[config.mk]
export PLATFORM = sky130hd
export DESIGN_NAME = debug_otp_mode_entry_control
export DESIGN_NICKNAME = d
export VERILOG_FILES = /design/src/verilog/debug_otp_mode_entry_control.v /design/src/verilog/level_filter.v /design/src/verilog/safety_override.v
export VERILOG_INCLUDE_DIRS = /design/src /design/src/verilog
export SDC_FILE = /design/constraint.sdc
export NUM_CORES = 1
export LEC_CHECK = 0
export BUFFER_PORTS_ARGS = -buffer_cell sky130_fd_sc_hd__buf_4
export CORE_MARGIN = 3
export CORE_UTILIZATION = 48
export DETAILED_ROUTE_END_ITERATION = 10
export HOLD_SLACK_MARGIN = 0.08
export PLACE_DENSITY = 0.81
export RECOVER_POWER = 25
export SLEW_MARGIN = 10
export SYNTH_ARGS = -nofsm -noshare
export SYNTH_HDL_FRONTEND = slang
export SYNTH_SLANG_ARGS = --single-unit
[constraint.sdc]
create_clock -name pclk -period 2.05 [get_ports pclk]
set_input_delay 0.205 -clock pclk [delete_from_list [all_inputs] [get_ports pclk]]
set_output_delay 0.205 -clock pclk [all_outputs]
set_load 0.02 [all_outputs]
[src/verilog/mode_entry_consts.vh]
`ifndef MODE_ENTRY_CONSTS_VH
`define MODE_ENTRY_CONSTS_VH

// ----------------------------------------
// clock and filter timing
// ----------------------------------------
`define CLK_PERIOD_NS 20
`define DBG_FILT_MIN_NS 4000
`define PRG_FILT_MIN_NS 4000
// least times round up to whole cycles
`define DBG_FILT_CYCLES ((`DBG_FILT_MIN_NS + `CLK_PERIOD_NS - 1) / `CLK_PERIOD_NS)
`define PRG_FILT_CYCLES ((`PRG_FILT_MIN_NS + `CLK_PERIOD_NS - 1) / `CLK_PERIOD_NS)

// ----------------------------------------
// register byte offsets
// ----------------------------------------
`define OFS_SYS_CFG 12'h000
`define OFS_SYS1_CFG 12'h004
`define OFS_WDW_CFG 12'h008
`define OFS_STATUS 12'h00c

// ----------------------------------------
// field positions
// ----------------------------------------
`define BIT_ENTER_INIT 0
`define BIT_TRX_ACTIVE 1
`define BIT_DEBUG_ACTIVE 0
`define BIT_DEBUG_LEAVE 1
`define BIT_PROG_ACTIVE 2
`define BIT_LOCK_INIT 4
`define BIT_WD_REFRESH 5
`define WATCHDOG_PERIOD_FIELD_LSB 0
`define WATCHDOG_RECOVERY_FIELD_LSB 4
`define BIT_INIT_STATE 0
`define BIT_NORMAL_STATE 1
`define BIT_WD_INFINITE 2

// ----------------------------------------
// reset values
// ----------------------------------------
`define WATCHDOG_PERIOD_FIELD_RST 4'h3
`define WATCHDOG_RECOVERY_FIELD_RST 4'h3

`endif

[src/verilog/debug_otp_mode_entry_control.v]
// The implementer's own choices: the address map and the APB slave port.
`include "mode_entry_consts.vh"

// ----------------------------------------
// register map (byte offsets, one aligned 32-bit word each)
// ----------------------------------------
// 0x000 system config:
//   bit 0  enter_init_request, honoured only in normal mode outside init
//   bit 1  transceivers_active, read back as written
// 0x004 secondary system config:
//   bit 0  debug_active_flag, read only
//   bit 1  debug_leave_bit, write one to leave debug mode
//   bit 2  programming mode active, read only
//   bit 4  init lock, write one to clear
//   bit 5  watchdog refresh, write one; leaves init once the lock is clear
// 0x008 safety watchdog config, writable in init only:
//   [3:0] watchdog_period_field, [7:4] watchdog_recovery_field
//   both fields zero select an infinite watchdog period
// 0x00c status, read only:
//   bit 0 init, bit 1 normal, bit 2 infinite watchdog
// unmapped offsets answer with pslverr and read as zero
// byte lanes are not decoded: every write replaces the whole word

module debug_otp_mode_entry_control #(
    parameter DBG_CYCLES = `DBG_FILT_CYCLES,
    parameter PRG_CYCLES = `PRG_FILT_CYCLES
) (
    // apb clock and reset
    input wire pclk,
    input wire presetn,
    // apb slave
    input wire psel,
    input wire penable,
    input wire pwrite,
    input wire [11:0] paddr,
    input wire [31:0] pwdata,
    output reg [31:0] prdata,
    output reg pready,
    output reg pslverr,
    // comparators on the test level pin
    input wire test_level_above_debug,
    input wire test_level_above_prog,
    // main state machine
    input wire fuse_load_state,
    input wire normal_state,
    // raw safety events
    input wire wd_error_in,
    input wire reset_timer_expired_in,
    input wire fault_count_max_in,
    input wire fault_request_in,
    // mode and safety outputs
    output reg debug_active_flag,
    output reg prog_mode,
    output reg transceivers_active,
    output reg wd_infinite,
    output reg init_state,
    output reg [3:0] watchdog_period_field,
    output reg [3:0] watchdog_recovery_field,
    output wire wd_error,
    output wire reset_timer_expired,
    output wire failsafe_entry,
    output wire safety_fault_output_n
);

    // ----------------------------------------
    // mode states (one-hot)
    // ----------------------------------------
    localparam [2:0] ST_IDLE = 3'b001;
    localparam [2:0] ST_DEBUG = 3'b010;
    localparam [2:0] ST_PROG = 3'b100;

    reg [2:0] state;
    reg [2:0] next_state;
    reg lock_init;
    wire dbg_pass;
    wire prg_pass;
    wire wr_en;
    wire rd_en;
    wire addr_ok;
    wire wr_sys_cfg;
    wire wr_sys1_cfg;
    wire wr_wdw_cfg;
    reg [31:0] next_rdata;

    // ----------------------------------------
    // entry filters
    // ----------------------------------------
    // both filters run only in the fuse-load state; a wake-up that skips that
    // state therefore never samples the pin and keeps the previous mode
    // the two counts are independent so the priority decision sees both at once
    level_filter #(.CYCLES(DBG_CYCLES), .WIDTH(12)) u_dbg_filter (
        .pclk(pclk),
        .presetn(presetn),
        .enable(fuse_load_state),
        .level(test_level_above_debug),
        .passed(dbg_pass)
    );

    level_filter #(.CYCLES(PRG_CYCLES), .WIDTH(12)) u_prg_filter (
        .pclk(pclk),
        .presetn(presetn),
        .enable(fuse_load_state),
        .level(test_level_above_prog),
        .passed(prg_pass)
    );

    // ----------------------------------------
    // apb decode
    // ----------------------------------------
    // zero wait states: every access completes in its first access cycle
    // reads latch their word in the setup cycle; writes land on the access edge
    assign wr_en = psel && penable && pwrite;
    assign rd_en = psel && !penable && !pwrite;
    assign addr_ok = (paddr == `OFS_SYS_CFG) || (paddr == `OFS_SYS1_CFG) ||
                     (paddr == `OFS_WDW_CFG) || (paddr == `OFS_STATUS);

    // per-register write strobes, one cycle wide on the access edge
    assign wr_sys_cfg = wr_en && (paddr == `OFS_SYS_CFG);
    assign wr_sys1_cfg = wr_en && (paddr == `OFS_SYS1_CFG);
    assign wr_wdw_cfg = wr_en && (paddr == `OFS_WDW_CFG);

    // ----------------------------------------
    // mode state machine
    // ----------------------------------------
    // one mode at a time; programming mode has no software exit on purpose
    always @* begin
        next_state = state;
        case (state)
            ST_IDLE: begin
                // a programming level still in its filter holds off debug entry, so a pin that crosses the
                // programming level before the debug filter passes never stops in debug on the way
                if (prg_pass) begin
                    next_state = ST_PROG;
                end else if (dbg_pass && !test_level_above_prog) begin
                    next_state = ST_DEBUG;
                end
            end
            ST_DEBUG: begin
                if (wr_sys1_cfg && pwdata[`BIT_DEBUG_LEAVE]) begin
                    next_state = ST_IDLE;
                end
            end
            ST_PROG: begin
                next_state = ST_PROG;   // left only by power-on reset
            end
            default: begin
                next_state = ST_IDLE;
            end
        endcase
    end

    // flags come from next_state so they change on the same edge as the state
    always @(posedge pclk or negedge presetn) begin
        if (!presetn) begin
            state <= ST_IDLE;
            debug_active_flag <= 1'b0;
            prog_mode <= 1'b0;
        end else begin
            state <= next_state;
            debug_active_flag <= (next_state == ST_DEBUG);
            prog_mode <= (next_state == ST_PROG);
        end
    end

    // ----------------------------------------
    // transceiver default on debug entry
    // ----------------------------------------
    // software may still turn them off later through the system config register
    // entry wins over a config write that falls in the same cycle
    always @(posedge pclk or negedge presetn) begin
        if (!presetn) begin
            transceivers_active <= 1'b0;
        end else if (state == ST_IDLE && next_state == ST_DEBUG) begin
            transceivers_active <= 1'b1;
        end else if (wr_sys_cfg) begin
            transceivers_active <= pwdata[`BIT_TRX_ACTIVE];
        end
    end

    // ----------------------------------------
    // init state and watchdog configuration
    // ----------------------------------------
    // init is entered at reset; lock clear plus a refresh is the only way out
    always @(posedge pclk or negedge presetn) begin
        if (!presetn) begin
            init_state <= 1'b1;
            lock_init <= 1'b1;
            watchdog_period_field <= `WATCHDOG_PERIOD_FIELD_RST;
            watchdog_recovery_field <= `WATCHDOG_RECOVERY_FIELD_RST;
        end else begin
            // a request outside normal mode is dropped, not held for later
            if (wr_sys_cfg && pwdata[`BIT_ENTER_INIT] && normal_state && !init_state) begin
                init_state <= 1'b1;
                lock_init <= 1'b1;
            end else if (wr_sys1_cfg && init_state) begin
                // the refresh tests the lock as it stood before this write, so lock
                // clear and refresh in one word do not leave init
                if (pwdata[`BIT_LOCK_INIT]) begin
                    lock_init <= 1'b0;
                end
                if (pwdata[`BIT_WD_REFRESH] && !lock_init) begin
                    init_state <= 1'b0;
                end
            end
            // protected fields only writable in init
            // once init is left an all-zero write is ignored too, so no late infinite period
            if (wr_wdw_cfg && init_state) begin
                watchdog_period_field <= pwdata[`WATCHDOG_PERIOD_FIELD_LSB +: 4];
                watchdog_recovery_field <= pwdata[`WATCHDOG_RECOVERY_FIELD_LSB +: 4];
            end
        end
    end

    // all-zero period and recovery means no watchdog at all
    // registered, so the gating takes up a new period one cycle after the write
    always @(posedge pclk or negedge presetn) begin
        if (!presetn) begin
            wd_infinite <= 1'b0;
        end else begin
            wd_infinite <= (watchdog_period_field == 4'h0) && (watchdog_recovery_field == 4'h0);
        end
    end

    // ----------------------------------------
    // safety gating
    // ----------------------------------------
    // kept in its own module so every safety output leaves a flip-flop
    safety_override u_override (
        .pclk(pclk),
        .presetn(presetn),
        .debug_on(debug_active_flag),
        .wd_infinite(wd_infinite),
        .wd_error_in(wd_error_in),
        .reset_timer_expired_in(reset_timer_expired_in),
        .fault_count_max_in(fault_count_max_in),
        .fault_request_in(fault_request_in),
        .wd_error(wd_error),
        .reset_timer_expired(reset_timer_expired),
        .failsafe_entry(failsafe_entry),
        .safety_fault_output_n(safety_fault_output_n)
    );

    // ----------------------------------------
    // apb read data and answer
    // ----------------------------------------
    // unused bits and unmapped offsets read as zero
    always @* begin
        next_rdata = 32'h0000_0000;
        case (paddr)
            `OFS_SYS_CFG: next_rdata[`BIT_TRX_ACTIVE] = transceivers_active;
            `OFS_SYS1_CFG: begin
                next_rdata[`BIT_DEBUG_ACTIVE] = debug_active_flag;
                next_rdata[`BIT_PROG_ACTIVE] = prog_mode;
                next_rdata[`BIT_LOCK_INIT] = lock_init;
            end
            `OFS_WDW_CFG: begin
                next_rdata[`WATCHDOG_PERIOD_FIELD_LSB +: 4] = watchdog_period_field;
                next_rdata[`WATCHDOG_RECOVERY_FIELD_LSB +: 4] = watchdog_recovery_field;
            end
            `OFS_STATUS: begin
                next_rdata[`BIT_INIT_STATE] = init_state;
                next_rdata[`BIT_NORMAL_STATE] = normal_state;
                next_rdata[`BIT_WD_INFINITE] = wd_infinite;
            end
            default: next_rdata = 32'h0000_0000;
        endcase
    end

    // read data captured in setup, pready raised for exactly the access cycle
    // pslverr only flags the offset; a refused write to a locked field is silent
    always @(posedge pclk or negedge presetn) begin
        if (!presetn) begin
            prdata <= 32'h0000_0000;
            pready <= 1'b0;
            pslverr <= 1'b0;
        end else begin
            if (rd_en) begin
                prdata <= next_rdata;
            end
            pready <= psel && !penable;
            pslverr <= psel && !penable && !addr_ok;
        end
    end

endmodule

[src/verilog/level_filter.v]
`include "mode_entry_consts.vh"

// counts consecutive cycles of a qualified comparator level
module level_filter #(
    parameter CYCLES = `DBG_FILT_CYCLES,
    parameter WIDTH = 12
) (
    // clock and reset
    input wire pclk,
    input wire presetn,
    // control
    input wire enable,
    input wire level,
    // result
    output reg passed
);

    reg [WIDTH-1:0] count;

    // ----------------------------------------
    // filter counter
    // ----------------------------------------
    // any drop of the level restarts the count, so a glitch never qualifies
    always @(posedge pclk or negedge presetn) begin
        if (!presetn) begin
            count <= {WIDTH{1'b0}};
            passed <= 1'b0;
        end else if (!enable || !level) begin
            count <= {WIDTH{1'b0}};
            passed <= 1'b0;
        end else if (count == CYCLES[WIDTH-1:0] - 1'b1) begin
            passed <= 1'b1;
        end else begin
            count <= count + 1'b1;
            passed <= 1'b0;
        end
    end

endmodule

[src/verilog/safety_override.v]
`include "mode_entry_consts.vh"

// gates the safety functions while debug mode is active
module safety_override (
    // clock and reset
    input wire pclk,
    input wire presetn,
    // mode inputs
    input wire debug_on,
    input wire wd_infinite,
    // raw safety requests
    input wire wd_error_in,
    input wire reset_timer_expired_in,
    input wire fault_count_max_in,
    input wire fault_request_in,
    // gated results
    output reg wd_error,
    output reg reset_timer_expired,
    output reg failsafe_entry,
    output reg safety_fault_output_n
);

    // ----------------------------------------
    // gating
    // ----------------------------------------
    always @(posedge pclk or negedge presetn) begin
        if (!presetn) begin
            wd_error <= 1'b0;
            reset_timer_expired <= 1'b0;
            failsafe_entry <= 1'b0;
            safety_fault_output_n <= 1'b0;
        end else begin
            wd_error <= wd_error_in && !debug_on && !wd_infinite;
            reset_timer_expired <= reset_timer_expired_in && !debug_on;
            failsafe_entry <= fault_count_max_in && !debug_on;
            // low while debug active, else follows the safety request
            safety_fault_output_n <= !(debug_on || fault_request_in);
        end
    end

endmodule
==> reports/results.tsv <==
stage	metric	value	unit
die	io pins	108	
clock_tree	hold buffer count at cts	3	
route	Final ANT Viol Nets	0	
clock_tree	Clock Latency Late Sink	330	ps
critical_path	slowest CP cell	or4_1	
timing	Hold Fails Final Rpt	0	
logic_synthesis	Yosys reg bits	57	
global_route	via count of the first global-routing pass	2080	
route	Post-Route WL	5761	um
die	Die H	81.37	um
power_and_ir_drop	Cell Int Power	2.033	mW
clock_tree	H-tree levels	3	
critical_path	crit-path cells	or4_1 -> or4_1 -> xnor2_1 -> nor2_1	
power_and_ir_drop	clock power share	49.2	%
die	Die Wd	81.37	um
placement	number of port buffers	59	
power_and_ir_drop	largest vdd supply drop	0.0004660	V
logic_synthesis	Synth warnings	0	
critical_path	slowest stage delay, CP	610	ps
critical_path	Critical Path Source Type	register	
power_and_ir_drop	P per Cell Area	758.0	mW/mm^2
logic_synthesis	count of cell types in the netlist	38	
route	Initial DRC Count	118	
cells_and_area	post-route cell area	0.003421	sq mm
critical_path	largest fanout on the critical path	5	
clock_tree	clk sinks	57	
clock_tree	Clock Root Buffer	clkbuf_8	
cells_and_area	layout cells sized above 1	28.40	%
placement	cell count after placement	389	
outcome	status	complete, no violations	
global_route	first-pass GRT wire length	9259	um
power_and_ir_drop	P_sw	559.6	uW
placement	GPL Wtd Cong	0.8243	
die	initial core utilization	51.42	%
logic_synthesis	sequential share of the synthesized area	52.64	%
logic_synthesis	post-synth top area share	45.89	%
run	Max Cap Violations	0	
critical_path	WP data arrival	2170	ps
clock_tree	Worst-path clk slew	60	ps
logic_synthesis	top cells by area, synth	dfrtp_1, dfstp_2, buf_4	
hold_path	Min-Delay Path Class	in2reg	
cells_and_area	Final nets	392	
critical_path	CP required	2250	ps
cells_and_area	fin util	64.51	%
die	Die ar.	0.006620	sq mm
clock_tree	Resize count post-CTS	0	
power_and_ir_drop	Sequential Power Share	44.0	%
logic_synthesis	mapped cell area	0.002726	sq mm
timing	fmax	507.4	MHz
logic_synthesis	Post-synth ARST share	100.0	%
timing	RSZ-0062 raised after global routing	false	
global_route	GRT Total Usage	18.52	%
placement	Final HPWL DP	4106	um
timing	Max-Slew Margin vs Limit	10.25	%
clock_tree	CTS Buf Count	9	
timing	Final period util	96.15	%
timing	TNS Setup	0	ps
route	DRC errors left	0	
logic_synthesis	most common cell in the netlist	dfrtp_1	
logic_synthesis	Mapped Cells	265	
clock_tree	CTS max path bufs	2	
cells_and_area	diode count	0	
power_and_ir_drop	Logic pwr share	6.8	%
critical_path	Crit path top cell by count	or4_1	
route	Routed wire per std cell	14.12	um
clock_tree	Setup Fix Bufs, Post-CTS	0	
logic_synthesis	EDFF count, synth	0	
logic_synthesis	average cell area after synthesis	10.29	sq um
logic_synthesis	top_reg_cell synth	dfrtp_1	
die	core area	0.005303	sq mm
route	routed vias/inst	5.186	
critical_path	critical path class	reg2reg	
logic_synthesis	cell taking the most area after synthesis	dfrtp_1	
timing	post-route minimum period	1971	ps
critical_path	Critical Path End Type	register	
power_and_ir_drop	Sw Share	21.58	%
route	drt first pass iters	4	
logic_synthesis	Synth top cells by count	dfrtp_1, nor2_1, buf_4, nand2_1	
cells_and_area	Area Overhead vs Synth	25.47	%
timing	Worst Tran Pin Value	1346	ps
global_route	largest net degree at the start of global routing	58	
die	FP Rows	26	
clock_tree	CTS tree	yes	
placement	Post-DP Area	0.003154	sq mm
route	Vias	2116	
global_route	GR Overflow Total	0	
cells_and_area	Post-Layout Cell Count	408	
power_and_ir_drop	P_leak	1.601	nW
global_route	initial antenna violation count	0	
timing	Slew Limit Fails	0	
timing	Final Skew	7.804	ps
timing	Final setup violation count	0	
-- layer usage --
| metal | wire length [um] | GRT usage (%) | vias up |
|---|---|---|---|
| met4 | 125 | 9.459 | 0 |
| met3 | 523 | 5.322 | 11 |
| met2 | 2636 | 31.19 | 80 |
| li1 | - | - | 1029 |
| met1 | 2477 | 21.31 | 996 |
| met5 | 0 | 0 | - |
-- state kept, by name, indices dropped and copies added (netlist names) --
signal,cells
pready,1
prog_mode,1
debug_active_flag,1
u_prg_filter.count,12
watchdog_recovery_field,4
u_prg_filter.passed,1
u_override.failsafe_entry,1
u_dbg_filter.passed,1
wd_infinite,1
u_override.wd_error,1
u_dbg_filter.count,12
u_override.reset_timer_expired,1
transceivers_active,1
watchdog_period_field,4
init_state,1
prdata,8
pslverr,1
state,3
lock_init,1
u_override.safety_fault_output_n,1
-- per-stage QoR --
step | power [mW] | setup WS, ps | hold WS (ps)
2_1_floorplan | 1.276 | 264.9 | -90.59
3_3_place_gp | 1.331 | 181.8 | 294.7
3_5_place_dp | 1.333 | 174.3 | 297.3
4_1_cts | 2.620 | 87.91 | 87.99
5_1_grt | 2.703 | 11.97 | 88.38
6_report | 2.593 | 78.99 | 101.5
-- cell families after synthesis --
group | Yosys count | synth area share [%]
AND/OR/NAND/NOR | 102 | 18.77
buffers and inverters | 36 | 8.306
XOR/XNOR | 13 | 4.176
flip-flops | 57 | 52.64
AO/OA/AOI/OAI | 41 | 9.775
multiplexers | 13 | 5.278
other | 1 | 0.1375
adder cells (fa/ha/maj) | 2 | 0.9177
-- power groups by stage --
stage	clock, mW	sequential, mW	combinational [mW]
floorplan	0	1.17	0.109
global placement	0	1.16	0.171
detailed placement	0	1.16	0.173
CTS	1.30	1.14	0.179
global route	1.37	1.14	0.196
finish	1.28	1.14	0.176
-- worst max-delay path: cells and delay by family (launching register included) --
family | cells | cell delay [ps]
and+or+nand+nor | 3 | 1210
DFF | 1 | 420
xor gates and xnor gates | 1 | 210
-- area by class of cell --
cell class              instances  area [sq um]
clock buffers                  10         137.6
repair buffers                 64         481.7
multi-input cells             195          1151
clock inverters                 6         105.1
inverters                       6         22.52
fillers                       424          1882
flip-flops and latches         57          1435
well taps                      70         87.58
-- cell usage in the layout, fill, tap and decap left out, types with 4 or more instances in the layout --
cell type / netlist / layout
buf_4: 24 / 58
dfrtp_1: 50 / 50
nor2_1: 28 / 28
conb_1: 1 / 24
nand2_1: 19 / 19
nand3_1: 11 / 11
xnor2_1: 11 / 11
mux2_2: 11 / 11
o21ai_0: 10 / 10
a21oi_1: 10 / 10
clkbuf_8: 0 / 10
or3_1: 8 / 8
nor3_1: 7 / 7
dfstp_2: 7 / 7
nor2b_1: 6 / 6
nand4_1: 6 / 6
inv_1: 6 / 6
nor4_1: 5 / 5
or4_1: 5 / 5
a22o_1: 5 / 5
a22oi_1: 4 / 4
o31ai_1: 4 / 4
-- final timing paths --
| kind | from | end | cells after the start | slack (ps) |
|---|---|---|---|---|
| max in group asynchronous | presetn | u_prg_filter.count[11]$_DFFE_PN0N_ | 2 | 520 |
| hold / removal | reset_timer_expired_in | u_override.reset_timer_expired$_DFF_PN0_ | 2 | 100 |
| setup / recovery | u_prg_filter.count[4]$_DFFE_PN0N_ | u_prg_filter.count[0]$_DFFE_PN0N_ | 4 | 80 |
| setup reg to reg | u_prg_filter.count[4]$_DFFE_PN0N_ | u_prg_filter.count[0]$_DFFE_PN0N_ | 4 | 80 |
| hold reg to reg | prdata[1]$_DFFE_PN0P_ | prdata[1]$_DFFE_PN0P_ | 2 | 480 |
| min in group asynchronous | presetn | prdata[1]$_DFFE_PN0P_ | 2 | 720 |
(Power assumes the default switching activity.)
